File: config.mk
export PLATFORM = sky130hd
export DESIGN_NAME = spi_register_crc_check
export DESIGN_NICKNAME = d
export VERILOG_FILES = /design/src/verilog/spi_crc_pkg.sv /design/src/verilog/crc8_byte.sv /design/src/verilog/spi_register_crc_check.sv
export SDC_FILE = /design/constraint.sdc
export NUM_CORES = 1
export LEC_CHECK = 0
export ABC_AREA = 1
export BUFFER_PORTS_ARGS = -buffer_cell sky130_fd_sc_hd__buf_2
export CAP_MARGIN = 10
export CORE_ASPECT_RATIO = 0.6
export CORE_UTILIZATION = 30
export DETAILED_ROUTE_END_ITERATION = 10
export GPL_TIMING_DRIVEN = 0
export PLACE_DENSITY_LB_ADDON = 0.3
export SYNTH_ARGS = -nofsm -noshare
export SYNTH_HDL_FRONTEND = slang
export SYNTH_HIERARCHICAL = 1
export SYNTH_SLANG_ARGS = --single-unit
File: constraint.sdc
create_clock -name clock -period 3.85 [get_ports clock]
set_input_delay 0 -clock clock [delete_from_list [all_inputs] [get_ports clock]]
set_output_delay 0 -clock clock [all_outputs]
set_load 0.01 [all_outputs]
File: src/verilog/spi_crc_pkg.sv
package spi_crc_pkg;

  // ==========================================================================
  // checksum
  localparam logic [7:0] CRC_POLY = 8'h07;
  localparam logic [7:0] CRC_PRESET = 8'hA5;

  // ==========================================================================
  // framing
  localparam logic [3:0] INSTR_LAST_BIT = 4'hF;
  localparam logic [3:0] BYTE_LAST_BIT = 4'h7;

  // ==========================================================================
  // register offsets
  localparam logic [14:0] OFS_SETUP_A = 15'h0000;
  localparam logic [14:0] OFS_SETUP_B = 15'h0001;
  localparam logic [14:0] OFS_POWER = 15'h0002;
  localparam logic [14:0] OFS_SCRATCH = 15'h000A;
  localparam logic [14:0] OFS_TPAT_BASE = 15'h0038;
  localparam logic [14:0] TPAT_STRIDE = 15'h0012;
  localparam logic [14:0] ADDR_FIRST = 15'h0000;
  localparam logic [14:0] ADDR_LAST = 15'h00B9;
  localparam int CHANNELS = 8;
  localparam int TPAT_BYTES = 4;

  // ==========================================================================
  // reset values and writable masks
  localparam logic [7:0] RST_SETUP_A = 8'h00;
  localparam logic [7:0] RST_SETUP_B = 8'h00;
  localparam logic [7:0] RST_POWER = 8'hF0;
  localparam logic [7:0] RST_SCRATCH = 8'h00;
  localparam logic [7:0] MASK_SETUP_A = 8'h30;
  localparam logic [7:0] MASK_SETUP_B = 8'h80;
  localparam logic [7:0] MASK_POWER = 8'h03;
  localparam logic [7:0] MASK_SCRATCH = 8'hFF;
  localparam logic [23:0] TPAT_LOW = 24'hCE3C2A;
  localparam logic [3:0] TPAT_TAG = 4'hA;

  // ==========================================================================
  // field positions
  localparam int BIT_SOFT_RESET_HIGH = 7;
  localparam int BIT_ADDR_ASCEND = 5;
  localparam int BIT_FOUR_WIRE = 4;
  localparam int BIT_SOFT_RESET_LOW = 0;
  localparam int BIT_SINGLE_ACCESS = 7;
  localparam int POWER_LSB = 0;

  // ==========================================================================
  // types
  typedef enum logic [2:0] {
    PH_INSTR = 3'b001,
    PH_DATA = 3'b010,
    PH_CHECK = 3'b100
  } phase_t;

  typedef struct packed {
    logic isRead;
    logic [14:0] addr;
  } instr_t;

  typedef struct packed {
    logic selN;
    logic sclk;
    logic sdi;
  } pins_t;

  localparam pins_t PINS_IDLE = '{selN: 1'b1, sclk: 1'b0, sdi: 1'b0};

endpackage

File: src/verilog/crc8_byte.sv
`timescale 1ns/10ps
module crc8_byte #(
  parameter logic [7:0] POLY = spi_crc_pkg::CRC_POLY,
  parameter logic [7:0] PRESET = spi_crc_pkg::CRC_PRESET
) (
  // byte in, checksum out
  input wire logic [7:0] data,
  output logic [7:0] crc
);

  // ==========================================================================
  // msb first, no reflection, no final inversion
  always_comb begin
    logic fb;
    fb = 1'b0;
    crc = PRESET;
    for (int i = 7; i >= 0; i--) begin
      fb = crc[7] ^ data[i];
      crc = {crc[6:0], 1'b0} ^ (fb ? POLY : 8'h00);
    end
  end

endmodule

File: src/verilog/spi_register_crc_check.sv
`timescale 1ns/10ps
// Contract
// - with checking on, each data byte is followed by its checksum byte
// - checksum covers only the register data byte moved
// - checksum mismatch makes that register access invalid
// - checksum polynomial is x^8 + x^2 + x + 1
// - checksum starts from 0xA5 for every transaction
// - registers are one byte; unmapped addresses are reserved
// - registers reset to defaults; bits obey their access mode
// - eight channel register groups share one layout
// - with checking on, writes commit only after a valid checksum
module spi_register_crc_check (
  // clock and reset
  input wire logic clock,
  input wire logic reset,
  // configuration serial bus pins
  input wire logic cfgSelN,
  input wire logic configSerialClock,
  input wire logic configSerialIoIn,
  output logic configSerialIoOut,
  output logic configSerialIoOe,
  output logic cfgDataOut,
  output logic cfgDataOe,
  // checking control and status
  input wire logic crcEnable,
  output logic crcMismatch,
  // configuration to the rest of the device
  output logic fourWireSelect,
  output logic addrAscending,
  output logic singleAccessFraming,
  output logic [1:0] powerStateSelect,
  output logic softResetPulse
);

  // ==========================================================================
  // pin synchronisers and edge detect
  spi_crc_pkg::pins_t sync1_ff, sync2_ff;
  logic sclkPrev_ff;

  always_ff @(posedge clock) begin
    if (reset) begin
      sync1_ff <= spi_crc_pkg::PINS_IDLE;
      sync2_ff <= spi_crc_pkg::PINS_IDLE;
      sclkPrev_ff <= 1'b0;
    end else begin
      sync1_ff <= '{selN: cfgSelN, sclk: configSerialClock, sdi: configSerialIoIn};
      sync2_ff <= sync1_ff;
      sclkPrev_ff <= sync2_ff.sclk;
    end
  end

  wire frameOn = !sync2_ff.selN;
  wire riseEv = frameOn & sync2_ff.sclk & !sclkPrev_ff;
  wire fallEv = frameOn & !sync2_ff.sclk & sclkPrev_ff;

  // ==========================================================================
  // frame state
  spi_crc_pkg::phase_t phase_ff, nxt_phase;
  logic [3:0] bitCnt_ff, nxt_bitCnt;
  logic [14:0] instSr_ff;
  logic [7:0] rxSr_ff, wrByte_ff, rdByte_ff, outSr_ff, pendByte_ff;
  logic pend_ff, fetch_ff, mismatch_ff;
  spi_crc_pkg::instr_t cmd_ff;
  logic [7:0] crcOut, rdData;
  logic [7:0] setupA_ff, setupB_ff, power_ff, scratch_ff;

  wire [7:0] rxByte = {rxSr_ff[6:0], sync2_ff.sdi};
  wire spi_crc_pkg::instr_t instWord = spi_crc_pkg::instr_t'({instSr_ff, sync2_ff.sdi});
  wire inInstr = phase_ff == spi_crc_pkg::PH_INSTR;
  wire lastInstr = riseEv & inInstr & (bitCnt_ff == spi_crc_pkg::INSTR_LAST_BIT);
  wire lastByte = riseEv & !inInstr & (bitCnt_ff == spi_crc_pkg::BYTE_LAST_BIT);
  wire dataDone = lastByte & (phase_ff == spi_crc_pkg::PH_DATA);
  wire checkDone = lastByte & (phase_ff == spi_crc_pkg::PH_CHECK);
  wire needCheck = dataDone & crcEnable;
  wire byteEnd = (dataDone & !crcEnable) | checkDone;
  wire streaming = !singleAccessFraming;
  wire crcGood = rxByte == crcOut;
  wire isWrite = !cmd_ff.isRead;
  wire commitEn = isWrite & ((dataDone & !crcEnable) | (checkDone & crcGood));
  wire [7:0] commitData = crcEnable ? wrByte_ff : rxByte;
  wire [7:0] crcData = cmd_ff.isRead ? rdByte_ff : wrByte_ff;
  wire readOut = frameOn & cmd_ff.isRead & !inInstr;

  wire atLast = cmd_ff.addr == spi_crc_pkg::ADDR_LAST;
  wire atFirst = cmd_ff.addr == spi_crc_pkg::ADDR_FIRST;
  wire [14:0] addrUp = atLast ? spi_crc_pkg::ADDR_FIRST : 15'(cmd_ff.addr + 15'h0001);
  wire [14:0] addrDown = atFirst ? spi_crc_pkg::ADDR_LAST : 15'(cmd_ff.addr - 15'h0001);
  wire [14:0] nextAddr = addrAscending ? addrUp : addrDown;

  crc8_byte #(
    .POLY(spi_crc_pkg::CRC_POLY),
    .PRESET(spi_crc_pkg::CRC_PRESET)
  ) u_crc (
    .data(crcData),
    .crc(crcOut)
  );

  always_comb begin
    nxt_phase = phase_ff;
    if (!frameOn) begin
      nxt_phase = spi_crc_pkg::PH_INSTR;
    end else if (lastInstr) begin
      nxt_phase = spi_crc_pkg::PH_DATA;
    end else if (needCheck) begin
      nxt_phase = spi_crc_pkg::PH_CHECK;
    end else if (byteEnd) begin
      nxt_phase = streaming ? spi_crc_pkg::PH_DATA : spi_crc_pkg::PH_INSTR;
    end
  end

  always_comb begin
    nxt_bitCnt = bitCnt_ff;
    if (!frameOn || lastInstr || lastByte) begin
      nxt_bitCnt = 4'h0;
    end else if (riseEv) begin
      nxt_bitCnt = 4'(bitCnt_ff + 4'h1);
    end
  end

  always_ff @(posedge clock) begin
    if (reset) begin
      phase_ff <= spi_crc_pkg::PH_INSTR;
      bitCnt_ff <= 4'h0;
      instSr_ff <= 15'h0000;
      rxSr_ff <= 8'h00;
    end else begin
      phase_ff <= nxt_phase;
      bitCnt_ff <= nxt_bitCnt;
      if (riseEv && inInstr) begin
        instSr_ff <= {instSr_ff[13:0], sync2_ff.sdi};
      end
      if (riseEv) begin
        rxSr_ff <= rxByte;
      end
    end
  end

  // ==========================================================================
  // command, received byte and checksum result
  always_ff @(posedge clock) begin
    if (reset) begin
      cmd_ff <= '0;
      wrByte_ff <= 8'h00;
      mismatch_ff <= 1'b0;
      fetch_ff <= 1'b0;
    end else begin
      if (lastInstr) begin
        cmd_ff <= instWord;
      end else if (byteEnd && streaming) begin
        cmd_ff.addr <= nextAddr;
      end
      if (dataDone) begin
        wrByte_ff <= rxByte;
      end
      mismatch_ff <= checkDone & isWrite & !crcGood;
      fetch_ff <= (lastInstr & instWord.isRead) | (byteEnd & streaming & cmd_ff.isRead);
    end
  end

  // ==========================================================================
  // read data out: loaded on the fall after a phase ends, shifted on falls
  always_ff @(posedge clock) begin
    if (reset) begin
      rdByte_ff <= 8'h00;
      pendByte_ff <= 8'h00;
      pend_ff <= 1'b0;
      outSr_ff <= 8'h00;
    end else begin
      if (fetch_ff) begin
        rdByte_ff <= rdData;
      end
      if (!frameOn) begin
        pend_ff <= 1'b0;
      end else if (fetch_ff) begin
        pendByte_ff <= rdData;
        pend_ff <= 1'b1;
      end else if (needCheck && cmd_ff.isRead) begin
        pendByte_ff <= crcOut;
        pend_ff <= 1'b1;
      end else if (fallEv) begin
        pend_ff <= 1'b0;
      end
      if (fallEv) begin
        outSr_ff <= pend_ff ? pendByte_ff : {outSr_ff[6:0], 1'b0};
      end
    end
  end

  assign configSerialIoOut = outSr_ff[7];
  assign cfgDataOut = outSr_ff[7];
  assign configSerialIoOe = readOut & !fourWireSelect;
  assign cfgDataOe = readOut & fourWireSelect;
  assign crcMismatch = mismatch_ff;

  // ==========================================================================
  // register file
  wire hitA = cmd_ff.addr == spi_crc_pkg::OFS_SETUP_A;
  wire hitB = cmd_ff.addr == spi_crc_pkg::OFS_SETUP_B;
  wire hitPower = cmd_ff.addr == spi_crc_pkg::OFS_POWER;
  wire hitScratch = cmd_ff.addr == spi_crc_pkg::OFS_SCRATCH;
  wire softReset = commitEn & hitA & commitData[spi_crc_pkg::BIT_SOFT_RESET_HIGH]
    & commitData[spi_crc_pkg::BIT_SOFT_RESET_LOW];
  wire regClear = reset | softReset;

  // soft reset bits read back as zero: they are not stored
  always_ff @(posedge clock) begin
    if (regClear) begin
      setupA_ff <= spi_crc_pkg::RST_SETUP_A;
      setupB_ff <= spi_crc_pkg::RST_SETUP_B;
      power_ff <= spi_crc_pkg::RST_POWER;
      scratch_ff <= spi_crc_pkg::RST_SCRATCH;
    end else if (commitEn) begin
      if (hitA) begin
        setupA_ff <= commitData & spi_crc_pkg::MASK_SETUP_A;
      end
      if (hitB) begin
        setupB_ff <= commitData & spi_crc_pkg::MASK_SETUP_B;
      end
      if (hitPower) begin
        power_ff <= (spi_crc_pkg::RST_POWER & ~spi_crc_pkg::MASK_POWER)
          | (commitData & spi_crc_pkg::MASK_POWER);
      end
      if (hitScratch) begin
        scratch_ff <= commitData & spi_crc_pkg::MASK_SCRATCH;
      end
    end
  end

  // per-channel test pattern bytes, low byte at the lowest address
  localparam int TPAT_N = spi_crc_pkg::CHANNELS * spi_crc_pkg::TPAT_BYTES;
  logic [7:0] tpat_ff [TPAT_N];
  logic [TPAT_N-1:0] tpatHit;
  logic [TPAT_N-1:0][7:0] tpatDef;

  for (genvar ch = 0; ch < spi_crc_pkg::CHANNELS; ch++) begin : g_chan
    for (genvar b = 0; b < spi_crc_pkg::TPAT_BYTES; b++) begin : g_byte
      localparam int IDX = ch * spi_crc_pkg::TPAT_BYTES + b;
      localparam logic [14:0] ADR = 15'(spi_crc_pkg::OFS_TPAT_BASE
        + 15'(ch) * spi_crc_pkg::TPAT_STRIDE + 15'(b));
      localparam logic [31:0] DEF = {4'(ch), spi_crc_pkg::TPAT_TAG, spi_crc_pkg::TPAT_LOW};
      assign tpatHit[IDX] = cmd_ff.addr == ADR;
      assign tpatDef[IDX] = DEF[8*b +: 8];
    end
  end

  // one process owns the whole pattern array
  always_ff @(posedge clock) begin
    for (int i = 0; i < TPAT_N; i++) begin
      if (regClear) begin
        tpat_ff[i] <= tpatDef[i];
      end else if (commitEn && tpatHit[i]) begin
        tpat_ff[i] <= commitData;
      end
    end
  end

  // ==========================================================================
  // read selection; reserved addresses read as zero and ignore writes
  logic [7:0] tpatRd;

  always_comb begin
    tpatRd = 8'h00;
    for (int i = 0; i < TPAT_N; i++) begin
      tpatRd = tpatRd | (tpatHit[i] ? tpat_ff[i] : 8'h00);
    end
  end

  assign rdData = hitA ? setupA_ff :
                  hitB ? setupB_ff :
                  hitPower ? power_ff :
                  hitScratch ? scratch_ff :
                  tpatRd;

  // ==========================================================================
  // configuration outputs
  assign fourWireSelect = setupA_ff[spi_crc_pkg::BIT_FOUR_WIRE];
  assign addrAscending = setupA_ff[spi_crc_pkg::BIT_ADDR_ASCEND];
  assign singleAccessFraming = setupB_ff[spi_crc_pkg::BIT_SINGLE_ACCESS];
  assign powerStateSelect = power_ff[spi_crc_pkg::POWER_LSB +: 2];
  assign softResetPulse = softReset;

endmodule

==> qor.txt, run 1 <==
status = completed
register area share after synthesis = 54.94%
post-synthesis adder-cell area fraction = 0.4257%
port bufs = 15
area delta synth->final = 17.07%
Final nets = 2086
die area = 59800 µm²
number of distinct library cells after synthesis = 46
CP startpoint kind = flop
Area after DPL = 18700 µm²
top-count cell post-synth = nand3_1
Starting DRT DRC Count = 2995
CTS Buf Count = 38
core area = 57770 µm²
Synth Net Count = 2016
CP Buf/Inv Count = 1
H-tree levels = 2
r2r setup slk = 0.007 ns
io pins = 17
Root Buffer = clkbuf_16
die width = 315.0 µm
gp weighted congestion = 1.082
worst stage delay on the critical path = 0.73 ns
CP arrival = 4.24 ns
vias = 16590
GRT Overall Usage = 27.38%
FF-to-FF End = rdByte_ff[0]
largest family of logic cells by synthesized area = simple AND/OR/NAND/NOR gates
Final Slew Violations = 0
critical path peak fanout = 10
leading area contributor after synthesis = edfxtp_1
worst-margin pin slew = 1.431 ns
Synth area leaders = edfxtp_1, nand3_1, dfxtp_1, nand2_1, nor2_1
CTS clk-pin slew, worst paths = 0.07 ns
Die H = 189.8 µm
WHS Endpoint = setupB_ff[7]
CTS max path bufs = 3
filler instances = 5912
mux cell area share after synthesis = 0%
cell count of the worst hold path = 5
Max Cap Violations = 0
vias per inst = 5.772
Netlist Area Pre-Place = 17640 µm²
per-cell routed wire length = 28.92 µm
endpoints failing hold = 0
cell depth of the worst flop-to-flop path = 14
prevailing post-synth register cell = edfxtp_1
# setup viols final = 0
clock skew after layout = 0.04025 ns
asr flop ratio synth = 0%
CP max-delay cell = nand3_1
worst vdd ir = 0.2903 mV
CP top delay family = simple AND/OR/NAND/NOR gates
grt total ovfl = 0
worst-skew pair later-pin latency = 0.57 ns
Pre-antenna DRT Iters = 6
global-route wire length before repair = 114100 µm
post-synthesis simple-gate area fraction = 30.40%
number of synthesized flops with an enable pin = 256
period utilization = 99.83%
Hold Crit Start = crcEnable
Syn Area/Cell = 8.801 µm²
Post-Syn Instances = 2004
Yosys reg bits = 356
Synth top area share = 43.59%
vias in the first global route = 15030
largest net degree at the start of global routing = 15
ratio of cells with drive above 1 in the final layout = 13.69%
post-route ant nets = 0
Yosys warning total = 6
Initial Utilization = 30.53%
Final Instance Area = 20650 µm²
Max-slew headroom = 4.628%
Post-DP HPWL = 62710 µm
clock tree from TritonCTS = yes
post-synthesis compound-gate area fraction = 7.002%
leakage = 7.288 nW
XOR/XNOR Fraction of Synth Area = 1.532%
post-layout min period = 3.843 ns
DRC viols = 0
Most Frequent Cell on Critical Path = nand2_1
Pwr Density = 419.0 nW/µm²
RSZ-0062 raised after global routing = false
worst min path class = input port to flop
Core Util, Final = 35.74%
WS Path Type = flop to flop
f_max = 0.2602 GHz
synth cell count leaders = nand3_1, nand2_1, nor2_1
crit path cell chain = nor2_1, nand2_2, nor2_4, clkdlybuf4s15_1, nand3_1, nand2_1, nor2_1, nand2_1, nor2_1, nand3_1, nand2_1, nand2_1, nand2_1, a21oi_1
# clock sinks = 356
Worst Setup End Kind = flop
routed wire length = 83120 µm
initial antenna violation count = 2
Required @ worst endpoint = 4.24 ns
# rows = 68
worst r2r src = cmd_ff[10]
[repair_timing]
item / in CTS / in global routing
hold buffers: 4 / 0
setup endpoints to repair: 519 / 472
gates resized for setup: 116 / 36
hold endpoints to repair: 6 / 0
pin swaps: 2 / 13
setup buffers: 1 / 8
[worst min-delay path: stages]
cell	delay, ns
buf_2	0.12
o22ai_4	0.12
nand4_4	0.11
nand2_4	0.08
a21oi_1	0.11
[placed cells by master (no fill, tap or decap), types with 25 or more instances in the layout]
| cell | count |
|---|---|
| nand3_1 | 411 |
| nand2_1 | 342 |
| buf_2 | 41 |
| nor2_1 | 283 |
| dfxtp_1 | 100 |
| o21ai_4 | 32 |
| edfxtp_1 | 256 |
| clkbuf_1 | 44 |
| a21oi_1 | 74 |
| o21ai_0 | 71 |
| inv_1 | 92 |
| nor2_4 | 25 |
| nor2_2 | 26 |
| clkbuf_16 | 42 |
| nand4_1 | 27 |
[state kept, by name, summed over array words and instances (netlist names), 2 cells and up]
name,count
tpat_ff,256
sync2_ff,2
wrByte_ff,8
rxSr_ff,7
scratch_ff,8
phase_ff,3
setupA_ff,2
instSr_ff,15
rdByte_ff,8
cmd_ff,16
pendByte_ff,8
power_ff,2
bitCnt_ff,4
outSr_ff,8
sync1_ff,3
[metal layers]
layer	track usage, %	wire [µm]
met4	4.556	1409
met1	43.32	38370
met2	32.26	28920
met5	0	13
met3	12.94	14400
[worst max-delay path by stage]
stage | start | end | slack (ns) | cells past startpoint
6_report | cmd_ff[10] | rdByte_ff[0] | 0.007 | 14
5_1_grt | cmd_ff[10] | rdByte_ff[0] | 0.03 | 14
2_1_floorplan | cmd_ff[15] | tpat_ff[1][112] | 0.31 | 16
4_1_cts | cmd_ff[15] | tpat_ff[1][41] | 0.01 | 21
3_5_place_dp | cmd_ff[15] | tpat_ff[0][56] | -1.34 | 16
3_3_place_gp | cmd_ff[15] | tpat_ff[1][40] | -1.60 | 16
[report_power, final]
part / leakage, nW / internal, mW / total (mW) / switching [mW]
combinational: 3.34 / 0.0716 / 0.371 / 0.300
sequential: 3.31 / 4.24 / 4.31 / 0.0767
clock: 0.636 / 2.24 / 3.97 / 1.73
total: 7.29 / 6.55 / 8.65 / 2.10
[layout make-up]
class	count	area, µm²	share of cell area [%]
Antenna cell	1	2.502	0.01212
Buffer	111	689.4	3.339
Clock buffer	49	1107	5.363
Clock inverter	20	177.7	0.8605
Inverter	102	382.9	1.854
Multi-Input combinational cell	1435	7388	35.78
Sequential cell	356	9689	46.93
Tap cell	770	963.4	4.666
Timing Repair Buffer	30	246.5	1.194
[per-stage QoR]
step	power, mW	worst slack (ns)	hold WS [ns]	TNS (ns)	std cells
floorplan	4.503	0.3131	0.1038	0	2004
global route	8.787	0.02758	0.06173	0	2873
detailed placement	4.706	-1.337	0.1845	-388.28	2791
CTS	8.596	0.01126	0.05283	0	2865
global placement	4.701	-1.596	0.1841	-389.63	2789
finish	8.651	0.006702	0.03249	0	2874
[kinds of logic after synthesis]
| group | Yosys count |
|---|---|
| and+or+nand+nor | 1170 |
| DFF | 356 |
| AOI/OAI and AO/OA | 229 |
| buffers and inverters | 213 |
| xor gates and xnor gates | 30 |
| adders and majority gates | 6 |
Power figures use the tool's default switching activity.
==> run 2: changes to the inputs <==
Settings changed: ABC_AREA 1 to 0.
==> qor.txt, run 2 <==
status = complete, but fails checks
failing checks = DRC, setup timing
final worst slack = -0.1174 ns
Syn Area/Cell = 10.36 µm²
max reg flops = 256
# setup viols final = 33
endpoints failing hold = 0
most frequent cells in the layout = edfxtp_1, nor2_1, nand2_1
area delta synth->final = 24.94%
Max-slew headroom = 7.708%
worst min path class = input port to flop
gp weighted congestion = 1.034
Max Cap Violations = 0
Initial Utilization = 30.35%
Post-DP HPWL = 68130 µm
number of distinct library cells after synthesis = 80
Synth top area share = 44.11%
vias = 16290
final setup TNS = -1.121 ns
DRC viols = 2
port bufs = 16
CTS clk-pin slew, worst paths = 0.06 ns
Tot Pwr = 8.459 mW
Post-Syn Instances = 1682
critical path peak fanout = 9
M3 GR Usage = 14.47%
leakage = 6.902 nW
CP startpoint kind = flop
register area share after synthesis = 55.59%
Final nets = 1842
Inst Count DP = 2502
flip-flop and latch area = 9693 µm²
fin cells = 2629
ratio of cells with drive above 1 in the final layout = 22.07%
grt met1 use = 47.28%
clock skew after layout = 0.02315 ns
core area = 57430 µm²
Most Frequent Cell on Critical Path = clkbuf_1
# clock sinks = 356
Core Util, Final = 37.92%
Final Instance Area = 21780 µm²
CP max-delay cell = nor4_2
Required @ worst endpoint = 4.35 ns
dpl ws = -1.948 ns
largest net degree at the start of global routing = 16
H-tree levels = 2
routed wire length = 90620 µm
Yosys reg bits = 356
f_max = 0.2521 GHz
most common cell after layout, fill and taps aside = edfxtp_1
grt total ovfl = 0
asr flop ratio synth = 0%
worst stage delay on the critical path = 1.09 ns
Synth Net Count = 1694
filler instances = 5678
cell count of the worst hold path = 4
GR peak layer = met1
Area after DPL = 18810 µm²
per-cell routed wire length = 34.47 µm
Starting DRT DRC Count = 2755
die area = 59100 µm²
post-route ant nets = 0
synth cell count leaders = edfxtp_1, nand2_1, nor2_1
vias in the first global route = 14570
top-count cell post-synth = edfxtp_1
prevailing post-synth register cell = edfxtp_1
worst-skew pair later-pin latency = 0.57 ns
largest registers = tpat_ff: 256 flops, cmd_ff: 16 flops, instSr_ff: 15 flops
worst vdd ir = 0.2374 mV
crit path cell chain = or4b_1, clkbuf_1, nor4_2, and2_1, clkbuf_1, a222oi_1, and4_1, nand4_1, a22o_1
die width = 313.2 µm
met2 Use GR = 34.48%
Pre-antenna DRT Iters = 10
Root Buffer = clkbuf_16
Worst Setup End Kind = flop
WS Path Type = flop to flop
period utilization = 103.0%
# rows = 68
clock tree from TritonCTS = yes
cell depth of the worst flop-to-flop path = 9
post-layout min period = 3.967 ns
RSZ-0062 raised after global routing = true
Netlist Area Pre-Place = 17430 µm²
initial antenna violation count = 0
worst-margin pin slew = 1.374 ns
Yosys warning total = 6
io pins = 17
worst hold margin = 0.09059 ns
GRT Overall Usage = 29.94%
Reg with most FFs = tpat_ff
Final Slew Violations = 0
Die H = 188.7 µm
Synth area leaders = edfxtp_1, dfxtp_1, nand2_1, nor2_1, nand4_1
number of synthesized flops with an enable pin = 256
Pwr Density = 388.5 nW/µm²
vias per inst = 6.196
CTS max path bufs = 3
CP arrival = 4.47 ns
global-route wire length before repair = 121400 µm
CTS Buf Count = 38
leading area contributor after synthesis = edfxtp_1
area of the multi-input gates = 8053 µm²
run 2: cell types whose count changed after synthesis, moves of 27 or more:
cell      previous run  this run
a22oi_1              1        43
a22o_1               0        27
clkbuf_1            49        83
nand3_1            411        44
inv_1               92        11
o21ai_0            109        51
nor2_1             284       240
nand2_1            350       252
nand4_1             27        60
run 2: critical path, delay by kind of cell, from the launching register on:
kind,cells,cell delay (ns)
flops,1,0.39
simple gates,5,2.35
compound gates,2,0.39
buf+inv,2,0.77
run 2: cells by family after synthesis:
kind of cell               share of synthesized area, %
DFF                                               55.59
xor gates and xnor gates                          1.601
buffers and inverters                             3.453
muxes                                             2.469
adders and majority gates                        0.4307
AOI/OAI and AO/OA                                 12.74
and+or+nand+nor                                   23.71
run 2: area by class of cell:
class,instances,area share (%)
clock inverters,20,1.218
clock buffers,48,4.700
plain buffers,118,3.482
diodes,1,0.01149
repair buffers,116,4.482
flip-flops and latches,356,44.51
multi-input cells,1189,36.98
inverters,11,0.1896
well taps,770,4.424
run 2: metal layers:
| metal | routed length (µm) | share of wire, % |
|---|---|---|
| met4 | 1999 | 2.2 |
| met2 | 31030 | 34 |
| met3 | 16370 | 18 |
| met1 | 41040 | 45 |
| met5 | 181 | 0.20 |
run 2: worst paths after layout:
check,from,end,slack [ns]
hold reg to reg,sync1_ff[2],sync2_ff[2],0.41
setup reg to reg,cmd_ff[4],rdByte_ff[5],-0.12
hold / removal,crcEnable,power_ff[0],0.09
setup / recovery,cmd_ff[4],rdByte_ff[5],-0.12
run 2: report_power, final:
group	switching, mW	total, mW	internal [mW]
Combinational	0.151	0.211	0.0595
Clock	1.70	3.95	2.25
Sequential	0.0689	4.30	4.23
run 2: timing repair:
action / CTS / global route
resized for setup: 165 / 93
cloned: 2 / 3
pin swaps: 21 / 27
endpoints found under the setup margin: 549 / 372
setup buffers: 35 / 22
endpoints found under the hold margin: 6 / 0
hold buffers: 4 / 0
==> run 3: changes to the inputs <==
Settings changed: CAP_MARGIN 10 to default, HOLD_SLACK_MARGIN from default to 0.1.
==> qor.txt, run 3 (synthesis gave the netlist of run 2 again) <==
status = complete, but fails checks
failing checks = DRC, setup timing
Die H = 188.7 µm
GRT Overall Usage = 30.12%
core area = 57430 µm²
filler instances = 5625
period utilization = 103.1%
critical path launch point = cmd_ff[12]
CP top delay family = simple AND/OR/NAND/NOR gates
per-cell routed wire length = 34.64 µm
RSZ-0062 raised after global routing = true
Post-DP HPWL = 68090 µm
initial antenna violation count = 3
io pins = 17
Worst Setup End Kind = flop
Max Cap Violations = 0
area delta synth->final = 25.99%
vias per inst = 6.150
CTS Buf Count = 37
diode count = 0
# setup viols final = 29
clock power share = 47.0%
most frequent cells in the layout = edfxtp_1, nand2_1, nor2_1
die width = 313.2 µm
leakage = 6.944 nW
Reg with most FFs = tpat_ff
f_max = 0.2520 GHz
area of the multi-input gates = 8122 µm²
Required @ worst endpoint = 4.31 ns
gp weighted congestion = 1.034
WS Path Type = flop to flop
Pre-antenna DRT Iters = 9
largest net degree at the start of global routing = 16
die area = 59100 µm²
Final Instance Area = 21960 µm²
Initial Utilization = 30.35%
ratio of cells with drive above 1 in the final layout = 21.77%
grt total ovfl = 0
internal power = 6.580 mW
Core Util, Final = 38.24%
most common cell after layout, fill and taps aside = edfxtp_1
CP startpoint kind = flop
Final Slew Violations = 0
Root Buffer = clkbuf_16
clock tree from TritonCTS = yes
final worst slack = -0.1175 ns
CP Buf/Inv Count = 3
critical path peak fanout = 10
CP max-delay cell = nor4_2
worst stage delay on the critical path = 1.13 ns
worst min path class = input port to flop
largest registers = tpat_ff: 256 flops, cmd_ff: 16 flops, instSr_ff: 15 flops
Starting DRT DRC Count = 2686
worst hold margin = 0.1626 ns
Comb pwr share = 2.6%
vias in the first global route = 14660
post-layout min period = 3.967 ns
# rows = 68
CTS clk-pin slew, worst paths = 0.06 ns
clock skew after layout = 0.01761 ns
Pwr Density = 388.7 nW/µm²
flip-flop and latch area = 9693 µm²
global-route wire length before repair = 122300 µm
Max-slew headroom = 5.110%
dpl ws = -1.936 ns
Tot Pwr = 8.535 mW
Inst Count DP = 2491
worst r2r src = cmd_ff[12]
worst vdd ir = 0.2656 mV
CP arrival = 4.42 ns
CTS max path bufs = 3
DRC viols = 1
port bufs = 16
vias = 16120
worst-margin pin slew = 1.412 ns
max reg flops = 256
final setup TNS = -0.5252 ns
Area after DPL = 18740 µm²
NetSw = 1.955 mW
Hold Crit Start = cfgSelN
Switching Share = 22.90%
Final nets = 1834
# clock sinks = 356
sequential power share = 50.4%
fin cells = 2621
routed wire length = 90780 µm
crit path cell chain = buf_2, or3_1, buf_4, buf_6, nor4_2, a32o_1, a221oi_2, nand4_1, o41ai_4, a311oi_1
endpoints failing hold = 0
H-tree levels = 2
worst-skew pair later-pin latency = 0.57 ns
post-route ant nets = 0
-- run 3: power by group through the flow --
| stage | Sequential, mW | Combinational, mW | Clock [mW] |
|---|---|---|---|
| 6_report | 4.30 | 0.225 | 4.01 |
| 3_5_place_dp | 4.38 | 0.165 | 0 |
| 2_1_floorplan | 4.34 | 0.0800 | 0 |
| 4_1_cts | 4.30 | 0.211 | 4.01 |
| 5_1_grt | 4.31 | 0.230 | 4.16 |
| 3_3_place_gp | 4.38 | 0.149 | 0 |
-- run 3: final cells by class --
cell class                      instances  area share, %
Timing Repair Buffer                  109          4.780
Multi-Input combinational cell       1189          36.98
Clock buffer                           50          4.929
Inverter                               11         0.1880
Clock inverter                         18          1.065
Buffer                                118          3.527
Tap cell                              770          4.387
Sequential cell                       356          44.14
-- run 3: worst reg2reg max path: cells and delay by family, from the launching register on --
kind                   cells  cell delay (ns)
buffers and inverters      3             0.72
flip-flops                 1             0.30
AND/OR/NAND/NOR            3             1.95
AO/OA/AOI/OAI              4             0.89
-- run 3: per-layer routing --
| layer | GRT usage (%) | routed length (µm) | vias up |
|---|---|---|---|
| met1 | 47.48 | 41450 | 8183 |
| met5 | 0 | 85 | - |
| li1 | - | - | 6554 |
| met2 | 34.62 | 30990 | 1255 |
| met4 | 5.816 | 1800 | 4 |
| met3 | 15.25 | 16460 | 124 |
-- run 3: repair_timing --
action | CTS | global route
endpoints found under the setup margin | 551 | 294
resized for setup | 185 | 102
endpoints found under the hold margin | 13 | 0
hold buffers | 5 | 0
pin swaps | 25 | 23
cloned | 3 | 4
buffers inserted | 34 | 24
-- run 3: final timing paths --
check / slack [ns] / depth (start not counted) / end
worst max register to register: -0.12 / 10 / pendByte_ff[0]
worst min-delay path: 0.16 / 3 / sync1_ff[2]
worst min register to register: 0.41 / 1 / sync2_ff[2]
worst max-delay path: -0.12 / 10 / pendByte_ff[0]
